**src/verilog/bus_phase_pkg.sv**
```systemverilog
// Functional notes
// - command low: each shared lane in use (all 16 in 16-bit mode, 0 to 7 in 8-bit mode) is the data bit of the same index.
// - 16-bit command phase: lanes 12, 13, 14 carry lane enables 0, 1, 2.
// - command phase: lane 11 is ignored in both bus widths.
// - 16-bit command phase: lanes 2 to 10 carry address bits 2 to 10.
// - 16-bit command phase: lane 1 is ignored; enables replace low address bits.
// - 8-bit mode: first command write carries address bits 1 to 7 on lanes 1 to 7.
// - 8-bit second command write: lane 2 is address 10, lane 1 address 9; 3 to 7 ignored.
// - 8-bit mode: lane 0 is address bit 0 first, address bit 8 second.
// - 16-bit command phase: lane 15 carries lane enable 3.
package bus_phase_pkg;
	localparam int LANE_W = 16;
	localparam int ADDR_W = 11;
	localparam int BE_W   = 4;
	localparam int SYNC_W = 21;

	localparam int LANE_BE0  = 12;
	localparam int LANE_BE3  = 15;
	localparam int LANE_A_LO = 2;
	localparam int LANE_A_HI = 10;
	localparam int BYTE_HI   = 7;
	localparam int LANE_A9   = 1;
	localparam int LANE_A10  = 2;

	localparam logic [LANE_W-1:0] LANES_RST   = 16'h0000;
	localparam logic [LANE_W-1:0] OE_BYTE_LOW = 16'h00ff;
	localparam logic [LANE_W-1:0] OE_WORD     = 16'hffff;
	localparam logic [ADDR_W-1:0] ADDR_RST    = 11'h000;
	localparam logic [BE_W-1:0]   BE_RST      = 4'h0;

	typedef enum logic [1:0] {
		PH_FIRST  = 2'b01,
		PH_SECOND = 2'b10
	} phase_t;

	typedef struct packed {
		logic [ADDR_W-1:0] addr;
		logic [BE_W-1:0]   lane_en;
	} cmd_word_t;

	typedef struct packed {
		logic              cs_n;
		logic              wr_n;
		logic              rd_n;
		logic              cmd;
		logic              bus_16bit;
		logic [LANE_W-1:0] shared_lanes;
	} pin_bundle_t;
endpackage : bus_phase_pkg

```
**src/verilog/pin_sync.sv**
```systemverilog
`timescale 1ns/1ps
`default_nettype none
module pin_sync #(
	parameter int W = 1
) (
	input  wire logic         i_core_clk,
	input  wire logic         i_rst,
	input  wire logic [W-1:0] i_async,
	output logic      [W-1:0] o_sync
);
	logic [W-1:0] meta_q;
	logic [W-1:0] sync_q;

	////////////////////////////////////////////////////////////////////////////
	// two-flop synchroniser per bit
	genvar g;
	generate
		for (g = 0; g < W; g++) begin : g_bit
			always_ff @(posedge i_core_clk or posedge i_rst) begin
				if (i_rst) begin
					meta_q[g] <= 1'b1;
					sync_q[g] <= 1'b1;
				end else begin
					meta_q[g] <= i_async[g];
					sync_q[g] <= meta_q[g];
				end
			end
		end
	endgenerate

	assign o_sync = sync_q;
endmodule : pin_sync
`default_nettype wire

```
**src/verilog/shared_bus_phase_decoder.sv**
```systemverilog
`timescale 1ns/1ps
`default_nettype none
module shared_bus_phase_decoder (
	input  wire logic                                 i_core_clk,
	input  wire logic                                 i_rst,
	input  wire logic                                 i_cs_n,
	input  wire logic                                 i_wr_n,
	input  wire logic                                 i_rd_n,
	input  wire logic                                 i_cmd,
	input  wire logic                                 i_bus_16bit,
	input  wire logic [bus_phase_pkg::LANE_W-1:0]     i_shared_lanes,
	input  wire logic [bus_phase_pkg::LANE_W-1:0]     i_rd_data,
	output logic      [bus_phase_pkg::LANE_W-1:0]     o_shared_lanes,
	output logic      [bus_phase_pkg::LANE_W-1:0]     o_shared_lanes_oe,
	output bus_phase_pkg::cmd_word_t                  o_cmd_word,
	output logic                                      o_cmd_valid,
	output logic      [bus_phase_pkg::LANE_W-1:0]     o_wr_data,
	output logic                                      o_wr_valid,
	output logic                                      o_rd_strobe,
	output logic                                      o_second_pending
);
	import bus_phase_pkg::*;

	pin_bundle_t  pins_raw;
	pin_bundle_t  pins_s;
	logic [SYNC_W-1:0] sync_vec;

	assign pins_raw = '{cs_n: i_cs_n, wr_n: i_wr_n, rd_n: i_rd_n, cmd: i_cmd,
		bus_16bit: i_bus_16bit, shared_lanes: i_shared_lanes};

	////////////////////////////////////////////////////////////////////////////
	// pin synchronisers
	pin_sync #(
		.W (SYNC_W)
	) u_pin_sync (
		.i_core_clk (i_core_clk),
		.i_rst      (i_rst),
		.i_async    (pins_raw),
		.o_sync     (sync_vec)
	);
	assign pins_s = pin_bundle_t'(sync_vec);

	////////////////////////////////////////////////////////////////////////////
	// lane extraction helpers
	function automatic cmd_word_t decode_wide(input logic [LANE_W-1:0] lanes);
		cmd_word_t w;
		w = '0;
		w.addr[LANE_A_HI:LANE_A_LO] = lanes[LANE_A_HI:LANE_A_LO];
		w.lane_en = lanes[LANE_BE3:LANE_BE0];
		return w;
	endfunction : decode_wide

	function automatic logic [BE_W-1:0] byte_onehot(input logic [1:0] sel);
		logic [BE_W-1:0] oh;
		oh = BE_RST;
		oh[sel] = 1'b1;
		return oh;
	endfunction : byte_onehot

	////////////////////////////////////////////////////////////////////////////
	// strobe tracking
	logic wr_act_q;
	logic wr_act_d;
	logic rd_act_q;
	logic rd_act_d;
	logic cmd_hold_q;
	logic cmd_hold_d;
	logic mode_hold_q;
	logic mode_hold_d;
	logic [LANE_W-1:0] lanes_hold_q;
	logic [LANE_W-1:0] lanes_hold_d;
	logic wr_act;
	logic rd_act;
	logic wr_end;

	assign wr_act = !pins_s.cs_n && !pins_s.wr_n;
	assign rd_act = !pins_s.cs_n && !pins_s.rd_n;
	assign wr_end = wr_act_q && !wr_act;

	always_comb begin
		wr_act_d     = wr_act;
		rd_act_d     = rd_act;
		cmd_hold_d   = cmd_hold_q;
		mode_hold_d  = pins_s.bus_16bit;
		lanes_hold_d = lanes_hold_q;
		if (wr_act) begin
			cmd_hold_d   = pins_s.cmd;
			lanes_hold_d = pins_s.shared_lanes;
		end
	end

	always_ff @(posedge i_core_clk or posedge i_rst) begin
		if (i_rst) begin
			wr_act_q     <= 1'b0;
			rd_act_q     <= 1'b0;
			cmd_hold_q   <= 1'b0;
			mode_hold_q  <= 1'b0;
			lanes_hold_q <= LANES_RST;
		end else begin
			wr_act_q     <= wr_act_d;
			rd_act_q     <= rd_act_d;
			cmd_hold_q   <= cmd_hold_d;
			mode_hold_q  <= mode_hold_d;
			lanes_hold_q <= lanes_hold_d;
		end
	end

	////////////////////////////////////////////////////////////////////////////
	// command and data decode
	phase_t      phase_q;
	phase_t      phase_d;
	logic [BYTE_HI:0] low_addr_q;
	logic [BYTE_HI:0] low_addr_d;
	cmd_word_t   cmd_word_q;
	cmd_word_t   cmd_word_d;
	logic        cmd_valid_q;
	logic        cmd_valid_d;
	logic [LANE_W-1:0] wr_data_q;
	logic [LANE_W-1:0] wr_data_d;
	logic        wr_valid_q;
	logic        wr_valid_d;

	always_comb begin
		phase_d     = phase_q;
		low_addr_d  = low_addr_q;
		cmd_word_d  = cmd_word_q;
		cmd_valid_d = 1'b0;
		wr_data_d   = wr_data_q;
		wr_valid_d  = 1'b0;
		// a width change restarts the two-write sequence
		if (mode_hold_q != pins_s.bus_16bit) begin
			phase_d = PH_FIRST;
		end else if (wr_end && cmd_hold_q) begin
			if (mode_hold_q) begin
				cmd_word_d  = decode_wide(lanes_hold_q);
				cmd_valid_d = 1'b1;
			end else begin
				unique case (phase_q)
					PH_FIRST: begin
						low_addr_d = lanes_hold_q[BYTE_HI:0];
						phase_d    = PH_SECOND;
					end
					PH_SECOND: begin
						cmd_word_d.addr    = {lanes_hold_q[LANE_A10], lanes_hold_q[LANE_A9],
							lanes_hold_q[0], low_addr_q};
						cmd_word_d.lane_en = byte_onehot(low_addr_q[1:0]);
						cmd_valid_d        = 1'b1;
						phase_d            = PH_FIRST;
					end
					default: begin
						phase_d = PH_FIRST;
					end
				endcase
			end
		end else if (wr_end) begin
			wr_data_d  = mode_hold_q ? lanes_hold_q : (lanes_hold_q & OE_BYTE_LOW);
			wr_valid_d = 1'b1;
		end
	end

	always_ff @(posedge i_core_clk or posedge i_rst) begin
		if (i_rst) begin
			phase_q     <= PH_FIRST;
			low_addr_q  <= '0;
			cmd_word_q  <= '{addr: ADDR_RST, lane_en: BE_RST};
			cmd_valid_q <= 1'b0;
			wr_data_q   <= LANES_RST;
			wr_valid_q  <= 1'b0;
		end else begin
			phase_q     <= phase_d;
			low_addr_q  <= low_addr_d;
			cmd_word_q  <= cmd_word_d;
			cmd_valid_q <= cmd_valid_d;
			wr_data_q   <= wr_data_d;
			wr_valid_q  <= wr_valid_d;
		end
	end

	////////////////////////////////////////////////////////////////////////////
	// read drive of the shared lanes
	logic [LANE_W-1:0] drv_q;
	logic [LANE_W-1:0] drv_d;
	logic [LANE_W-1:0] oe_q;
	logic [LANE_W-1:0] oe_d;
	logic              rd_strobe_q;
	logic              rd_strobe_d;

	always_comb begin
		drv_d       = LANES_RST;
		oe_d        = LANES_RST;
		rd_strobe_d = rd_act && !rd_act_q && !pins_s.cmd;
		if (rd_act && !pins_s.cmd) begin
			oe_d  = pins_s.bus_16bit ? OE_WORD : OE_BYTE_LOW;
			drv_d = i_rd_data & oe_d;
		end
	end

	always_ff @(posedge i_core_clk or posedge i_rst) begin
		if (i_rst) begin
			drv_q       <= LANES_RST;
			oe_q        <= LANES_RST;
			rd_strobe_q <= 1'b0;
		end else begin
			drv_q       <= drv_d;
			oe_q        <= oe_d;
			rd_strobe_q <= rd_strobe_d;
		end
	end

	////////////////////////////////////////////////////////////////////////////
	// outputs
	assign o_shared_lanes    = drv_q;
	assign o_shared_lanes_oe = oe_q;
	assign o_cmd_word        = cmd_word_q;
	assign o_cmd_valid       = cmd_valid_q;
	assign o_wr_data         = wr_data_q;
	assign o_wr_valid        = wr_valid_q;
	assign o_rd_strobe       = rd_strobe_q;
	assign o_second_pending  = phase_q[1];
endmodule : shared_bus_phase_decoder
`default_nettype wire
```
**config.mk**
```make
export PLATFORM = sky130hd
export DESIGN_NAME = shared_bus_phase_decoder
export DESIGN_NICKNAME = d
export VERILOG_FILES = /design/src/verilog/bus_phase_pkg.sv /design/src/verilog/pin_sync.sv /design/src/verilog/shared_bus_phase_decoder.sv
export SDC_FILE = /design/constraint.sdc
export NUM_CORES = 1
export LEC_CHECK = 0
export BUFFER_PORTS_ARGS = -buffer_cell sky130_fd_sc_hd__buf_2
export CAP_MARGIN = 10
export CORE_ASPECT_RATIO = 1.1
export CORE_MARGIN = 2
export CORE_UTILIZATION = 50
export CTS_CLUSTER_SIZE = 14
export DETAILED_ROUTE_END_ITERATION = 7
export GPL_TIMING_DRIVEN = 0
export HOLD_SLACK_MARGIN = 0.03
export PLACE_DENSITY = 0.84
export SYNTH_ARGS = -nofsm -noshare
export SYNTH_HDL_FRONTEND = slang
export SYNTH_SLANG_ARGS = --single-unit
```
**constraint.sdc**
```tcl
create_clock -name i_core_clk -period 4.4 [get_ports i_core_clk]
set_clock_uncertainty 0.05 [all_clocks]
set_input_delay 0.22 -clock i_core_clk [delete_from_list [all_inputs] [get_ports i_core_clk]]
set_output_delay 0.22 -clock i_core_clk [all_outputs]
set_load 0.1 [all_outputs]
```
== Yosys cells after proc, flatten, opt, wreduce, memory -nomap -nowiden ==
Cells that the tools add are included.
W data, S select, Z words.
Word-level totals
  register bits: 138
  output and inout port bits: 67
  input bits: 39
Operators by class
  eq/ne operators: 4
  reductions and logical operators: 20
  $lt $le $gt $ge: 2
  bitwise gates (word level): 4
  muxes and demuxes: 19
Operators with widths (count)
  $mux W16: 4
  $mux W15: 2
  $and A16 B16 Y16: 1
  $logic_and A1 B1 Y1: 8
  $mux W1: 8
  $mux W2: 4
  $logic_not A1 Y1: 6
  $reduce_and A3 Y1: 2
  $reduce_and A4 Y1: 1
  $reduce_bool A2 Y1: 2
  $lt A2 B3 Y1 const B: 1
  $not A1 Y1: 3
  $demux W1 S2: 1
  $eq A2 B1 Y1 const B: 1
  $eq A2 B2 Y1 const B: 1
  $ge A2 B1 Y1 const B: 1
  $ne A2 B1 Y1 const B: 1
  $reduce_and A2 Y1: 1
  $ne A1 B1 Y1: 1

== Logic depth before layout (Yosys ltp) ==
Gate-level depths: netlist of run 1.
  depth in word-level cells: 7
  mapped depth: 7
  depth with buffers taken out: 5

== Cells and area by module ==
A second synthesis of run 1 with hierarchy kept.
Second synthesis, totals
  cells, all modules: 271
  area total of the unflattened synthesis: 4495.6 µm²
By module, submodules not included
  shared_bus_phase_decoder: seq. area each 2053.2 µm², instances 1, area an instance 3388.2 µm², cells each 228
  pin_sync: seq. area each 1103.6 µm², instances 1, area an instance 1107.3 µm², cells each 43

== Worst setup path before layout of run 1 ==
OpenSTA, ideal clock, no wires.
  path type: register to register
  start point: register phase_q[1]
  end point: register cmd_word_q (netlist bit o_cmd_word[2])
  path slack: 2.079 ns
  arrival: 2.144 ns
  cell stages (with the launch flop): 5
  period minus slack after synthesis: 2.321 ns
  cell sequence: dfrtp_1 > nand2b_1 > a211oi_4 > buf_6 > mux2_4
On the way
  word-level cells in the longest chain between the ends: 3
Ends and longest elaborated chain
  start, declared: RTL line shared_bus_phase_decoder.sv:110  | phase_t phase_q;
  start signal, assigned: RTL line shared_bus_phase_decoder.sv:170  | phase_q <= phase_d;
  $eq A2 B2 Y1: RTL line shared_bus_phase_decoder.sv:138  | unique case (phase_q)
  $reduce_bool A2 Y1 (no source line)
  $reduce_and A3 Y1 (no source line)
  end signal, assigned: RTL line shared_bus_phase_decoder.sv:165  | cmd_word_q <= '{addr: ADDR_RST, lane_en: BE_RST};
  end signal, assigned: RTL line shared_bus_phase_decoder.sv:172  | cmd_word_q <= cmd_word_d;
  end, declared: RTL line shared_bus_phase_decoder.sv:114  | cmd_word_t cmd_word_q;
No other way between the ends.
A chain may end at the register's enable or synchronous reset.

== Worst setup path in the final report of run 1 ==
  start point: register mode_hold_q
  end point: register wr_data_q[6] (netlist: o_wr_data[6])
On the way
  word-level cells in the longest chain between the ends: 3
Ends and longest elaborated chain
  start, declared: RTL line shared_bus_phase_decoder.sv:68  | logic mode_hold_q;
  start signal, assigned: RTL line shared_bus_phase_decoder.sv:103  | mode_hold_q <= mode_hold_d;
  $ne A1 B1 Y1: RTL line shared_bus_phase_decoder.sv:131  | if (mode_hold_q != pins_s.bus_16bit) begin
  $not A1 Y1 (no source line)
  $reduce_and A3 Y1 (no source line)
  end signal, assigned: RTL line shared_bus_phase_decoder.sv:174  | wr_data_q <= wr_data_d;
  end, declared: RTL line shared_bus_phase_decoder.sv:118  | logic [LANE_W-1:0] wr_data_q;
No other way between the ends.

==> results of run 1 <==
## where the power goes
| part | switching [mW] | internal (mW) | total [mW] |
|---|---|---|---|
| clock network | 0.465 | 0.813 | 1.28 |
| registers | 0.104 | 1.33 | 1.44 |
| logic | 0.945 | 0.282 | 1.23 |
| total | 1.51 | 2.43 | 3.94 |
## worst paths after layout
kind	from	endpoint	slack [ns]
max	mode_hold_q	o_wr_data[6]	2.10
min	i_shared_lanes[9]	u_pin_sync.meta_q[9]	0.30
max reg2reg	mode_hold_q	o_wr_data[6]	2.10
min reg2reg	u_pin_sync.meta_q[1]	u_pin_sync.o_sync[1]	0.30
max in group asynchronous	i_rst	phase_q[0]	3.15
min in group asynchronous	i_rst	o_wr_data[3]	0.36
## through the flow
step                setup TNS (ns)  instances  hold WS (ns)  utilization
floorplan                        0        270         0.174            -
CTS                              0        560         0.265        0.698
finish                           0        560         0.297        0.698
detailed placement               0        490         0.276        0.591
global route                     0        560         0.274        0.698
global placement            -14.48        489         0.275        0.587
## flip-flops by register name, summed over array words and instances (netlist names)
signal and count:
phase_q 2, o_wr_valid 1, o_cmd_valid 1, lanes_hold_q 16, mode_hold_q 1, rd_act_q 1, o_wr_data 16, o_rd_strobe 1
o_cmd_word 15, wr_act_q 1, u_pin_sync.meta_q 21, u_pin_sync.o_sync 21, o_shared_lanes 16, cmd_hold_q 1, low_addr_q 8, o_shared_lanes_oe 2
## layout make-up
| cell class | instances | area (um2) |
|---|---|---|
| Buffer | 21 | 165 |
| Clock buffer | 20 | 435 |
| Clock inverter | 12 | 123 |
| Fill cell | 606 | 2660 |
| Inverter | 9 | 36.3 |
| Multi-Input combinational cell | 116 | 1140 |
| Sequential cell | 124 | 3160 |
| Tap cell | 114 | 143 |
| Timing Repair Buffer | 144 | 933 |
## synthesized netlist by cell type (2+ instances only)
library cell / number / area (um2)
nand2_1: 3 / 11.3
mux2_4: 15 / 225
mux2_2: 44 / 495
a21o_1: 5 / 37.5
and2_1: 16 / 100
clkbuf_1: 2 / 7.51
buf_6: 2 / 22.5
mux2i_1: 5 / 50.1
dfstp_2: 43 / 1130
dfrtp_1: 81 / 2030
inv_1: 9 / 33.8
a21oi_1: 2 / 10.0
nor2_1: 3 / 11.3
buf_4: 14 / 105
buf_2: 2 / 10.0
and3_1: 8 / 50.1
ha_1: 2 / 25.0
## logic make-up after synthesis
group | after synthesis | share of synthesized area
AOI/OAI and AO/OA | 12 | 0.0228
adders and majority gates | 2 | 0.00557
buffers and inverters | 30 | 0.0443
DFF | 124 | 0.703
muxes | 64 | 0.172
and+or+nand+nor | 38 | 0.0529
## worst max-delay path, stage by stage, from the launching register on
cell and delay, ns:
dfrtp_1 0.34, buf_2 0.22, inv_1 0.17, ha_1 0.39
or3_1 0.40, buf_6 0.16, buf_12 0.15, mux2_4 0.30
## layer usage
metal  vias up  track usage  wire (um)
li1       1221            -          -
met1      1341        0.219       3400
met2        68        0.317       4360
met3         6       0.0565        311
met4         0       0.0870        102
met5         -            0          0
## repair_timing
item / in CTS / in global routing
endpoints found under the hold margin: 79 / 0
hold buffers: 38 / 0
setup buffers: 0 / 0
==> flow_summary.json, run 1 <==
{
  "postSynthCellCount": 270,
  "yosysSeqAreaShare": 0.703,
  "fp.dieW_um": 94.4,
  "r2r_cells": 7,
  "ys_types": 31,
  "async_reset_ff_frac": 1.00,
  "critPathLaunchType": "flip-flop",
  "synth_area_mm2": 0.00449,
  "syn_area_per_cell_um2": 16.6,
  "hold_viol": 0,
  "grt_setup_unrepaired": "no",
  "layout-drive-gt1-share": 0.590,
  "syn_nets": 311,
  "wl_per_cell_um": 14.6,
  "place_ws_ns": 2.11,
  "dp_hpwl_um": 5330,
  "firstDrtPassIters": 6,
  "viasPerCell": 4.71,
  "row_count": 36,
  "cap_violations": 0,
  "holdCritPathClass": "in2reg",
  "setup_ws_ns": 2.10,
  "num_io_pins": 106,
  "finalPower_mw": 3.94,
  "antenna_found_initial": 0,
  "cts_root_buf": "clkbuf_8",
  "worst-path-max-fanout": 10,
  "final_cell_mix": "buf_2 (107), dfrtp_1 (81), mux2_2 (44), dfstp_2 (43), dlygate4sd3_1 (38)",
  "cts_tree": "yes",
  "setup_viol_count_final": 0,
  "antenna_left": 0,
  "min_period_ns": 2.30,
  "design_area_mm2": 0.00613,
  "grt.total_usage": 0.186,
  "max_freq_ghz": 0.435,
  "grt_pass1_vias": 2766,
  "drc": 0,
  "slew_headroom": 0.474,
  "n_antenna_cell": 0,
  "die_h_um": 103,
  "worstSkewPairLatency_ns": 0.51,
  "synth_ff_type": "dfrtp_1",
  "initial_core_util": 0.511,
  "cp.required_ns": 4.73,
  "leakage_nw": 3.09,
  "power.density_mw_per_mm2": 643,
  "placed_cell_area_mm2": 0.00519,
  "worstHoldPathCells": 2,
  "num_vias": 2636,
  "cp-end-kind": "flip-flop",
  "nNetsFinal": 474,
  "clockBufferDepth": 2,
  "core_area_mm2": 0.00878,
  "wl_um": 8170,
  "tightest_slew_ns": 0.782,
  "min_period_over_period": 0.523,
  "cts_made_buffers": 17,
  "crit_type": "reg2reg",
  "grt_max_degree": 66,
  "syn2layout_area_growth_pct": 36.4,
  "synth_seq_cells": 124,
  "grt-ovfl-total": 0,
  "place.gp.congestion": 0.713,
  "crit_arrival_ns": 2.63,
  "grt_pass1_wl_um": 13400,
  "cts.htree.levels": 4,
  "clock-sinks": 124,
  "drt_iter0_markers": 72,
  "cts_resized": 0,
  "peakVddDrop_mv": 0.302,
  "maxSlewViolCount": 0,
  "final_common_cell": "buf_2",
  "yosys_warnings": 0,
  "port_buffers": 105,
  "dieArea_mm2": 0.00976,
  "status": "complete, no violations",
  "synth_edf_count": 0,
  "clk_pin_slew_ns": 0.06
}
Power figures use the tool's default switching activity.
==> inputs of run 2 (changes only) <==
Settings changed: CORE_UTILIZATION 50 to 48.
Clock period 4.4 ns to 2.1 ns, I/O delays scaled along.
==> run 2 against run 1 <==
  * Worst setup slack got worse by 2.0 ns
  * Worst hold slack worse by 0.11 ns
  * Sequential share of layout area shrank 0.51 points
  * Critical path depth did not move
  * Non-clock buffer count rose by 3
  * Sequential power increased by 110%
  * First-iteration DRC count is 64% higher
  * Die area grew 4.0%
  * Cell count rose by 1.1%
  * Critical path type unchanged
  * Critical endpoint is now o_wr_data[4]
  * Largest cell class unchanged
  * Highest routed layer unchanged
==> flow_summary.json, run 2 (synthesis results as in run 1) <==
{
  "slew_headroom": 0.424,
  "n_antenna_cell": 0,
  "drc": 0,
  "drt_iter0_markers": 118,
  "cts_root_buf": "clkbuf_8",
  "cts.htree.levels": 4,
  "grt_max_degree": 41,
  "grt.total_usage": 0.187,
  "final_common_cell": "buf_2",
  "grt_setup_unrepaired": "no",
  "grt_pass1_vias": 2831,
  "die_h_um": 105,
  "grt_pass1_wl_um": 14000,
  "min_period_over_period": 0.969,
  "antenna_found_initial": 0,
  "crit_arrival_ns": 2.37,
  "port_buffers": 105,
  "multi_input_area_mm2": 0.00115,
  "grt-ovfl-total": 0,
  "grt.met2_usage": 0.315,
  "num_io_pins": 106,
  "fin_hold_ws_ns": 0.183,
  "antenna_left": 0,
  "rrSetupSlack_ns": 0.06,
  "min_from": "i_cs_n",
  "dieArea_mm2": 0.0101,
  "row_count": 37,
  "syn2layout_area_growth_pct": 37.9,
  "final-seq-area_mm2": 0.00316,
  "hold_viol": 0,
  "place.gp.congestion": 0.763,
  "min_period_ns": 2.04,
  "max_freq_ghz": 0.491,
  "r2r_cells": 7,
  "clk_pin_slew_ns": 0.06,
  "dp_hpwl_um": 5590,
  "wl_um": 8550,
  "cts_tree": "yes",
  "cts_made_buffers": 17,
  "firstDrtPassIters": 6,
  "crit_type": "reg2reg",
  "fillers": 654,
  "power.density_mw_per_mm2": 1330,
  "num_vias": 2689,
  "initial_core_util": 0.488,
  "clockBufferDepth": 2,
  "final_cell_mix": "buf_2 (106), dfrtp_1 (80), mux2_2 (44), dfstp_2 (43), dlygate4sd3_1 (38)",
  "cp_cell_sequence": "buf_4, inv_4, ha_4, or3_1, buf_6, buf_12, mux2_4",
  "busiest_layer": "met2",
  "gr-usage-met3": 0.0486,
  "worstSkewPairLatency_ns": 0.50,
  "nNetsFinal": 477,
  "viasPerCell": 4.75,
  "core_area_mm2": 0.00921,
  "slowest_stage": "or3_1",
  "finalPower_mw": 8.24,
  "tightest_slew_ns": 0.857,
  "met1_usage": 0.219,
  "status": "complete, no violations",
  "rr_endpoint": "o_wr_data[4]",
  "leakage_nw": 3.11,
  "cap_violations": 0,
  "layout-drive-gt1-share": 0.601,
  "cp-end-kind": "flip-flop",
  "r2r-start": "mode_hold_q",
  "worstHoldPathCells": 2,
  "critPathLaunchType": "flip-flop",
  "holdCritPathClass": "in2reg",
  "fp.dieW_um": 96.2,
  "min_to": "u_pin_sync.meta_q[20]",
  "clock-sinks": 124,
  "wl_per_cell_um": 15.1,
  "cp.required_ns": 2.44,
  "maxSlewViolCount": 0,
  "worst-path-max-fanout": 10,
  "setup_viol_count_final": 0,
  "peakVddDrop_mv": 0.599,
  "max_stage_delay_ns": 0.39
}
==> run 2: power breakdown <==
group	leakage, nW	switching, mW	internal [mW]	total, mW
combinational	1.36	2.00	0.603	2.60
sequential	1.49	0.222	2.79	3.01
clock	0.261	1.03	1.60	2.63
total	3.11	3.25	4.99	8.24
==> run 2: critical path, delay by kind of cell, from the launching register on <==
kind,cells,cell delay [ns]
simple gates,1,0.39
flops,1,0.37
fa+ha+maj,1,0.22
mux,1,0.29
buf+inv,4,0.59
==> run 2: worst max path at each step <==
stage / end / depth (start not counted) / startpoint
4_1_cts: o_wr_data[0] / 7 / mode_hold_q
3_5_place_dp: o_wr_data[0] / 7 / mode_hold_q
6_report: o_wr_data[4] / 7 / mode_hold_q
3_3_place_gp: phase_q[1] / 2 / i_rst
5_1_grt: o_cmd_word[8] / 4 / u_pin_sync.o_sync[20]
2_1_floorplan: o_wr_data[0] / 6 / u_pin_sync.o_sync[16]
==> run 2: cell type report <==
type | count | area share
Sequential cell | 124 | 0.510
Multi-Input combinational cell | 116 | 0.185
Timing Repair Buffer | 147 | 0.158
Clock buffer | 19 | 0.0697
Buffer | 21 | 0.0271
Tap cell | 117 | 0.0236
Clock inverter | 13 | 0.0192
Inverter | 9 | 0.00647
==> run 2: routing by layer <==
layer,vias up,part of all wire
met1,1357,0.39
met2,71,0.55
met4,0,0.022
met5,-,0
li1,1245,-
met3,16,0.040
==> run 2: metrics by stage <==
| stage | setup WS [ns] | utilization | instance area (um2) | instances | setup TNS [ns] |
|---|---|---|---|---|---|
| global placement | -0.369 | 0.561 | 5170 | 492 | -17.56 |
| floorplan | 0.0107 | - | 4500 | 270 | 0 |
| CTS | 0.0269 | 0.672 | 6190 | 566 | 0 |
| detailed placement | -0.156 | 0.568 | 5240 | 495 | -1.93 |
| global route | 0.00179 | 0.672 | 6190 | 566 | 0 |
| finish | 0.0647 | 0.672 | 6190 | 566 | 0 |
==> run 2: repair_timing <==
item | 4_1_cts | 5_1_grt
pin swaps | 0 | 0
hold buffers | 38 | 0
buffers inserted | 1 | 0
gates resized for setup | 3 | 1
endpoints found under the setup margin | 17 | 15
hold endpoints to repair | 67 | 0
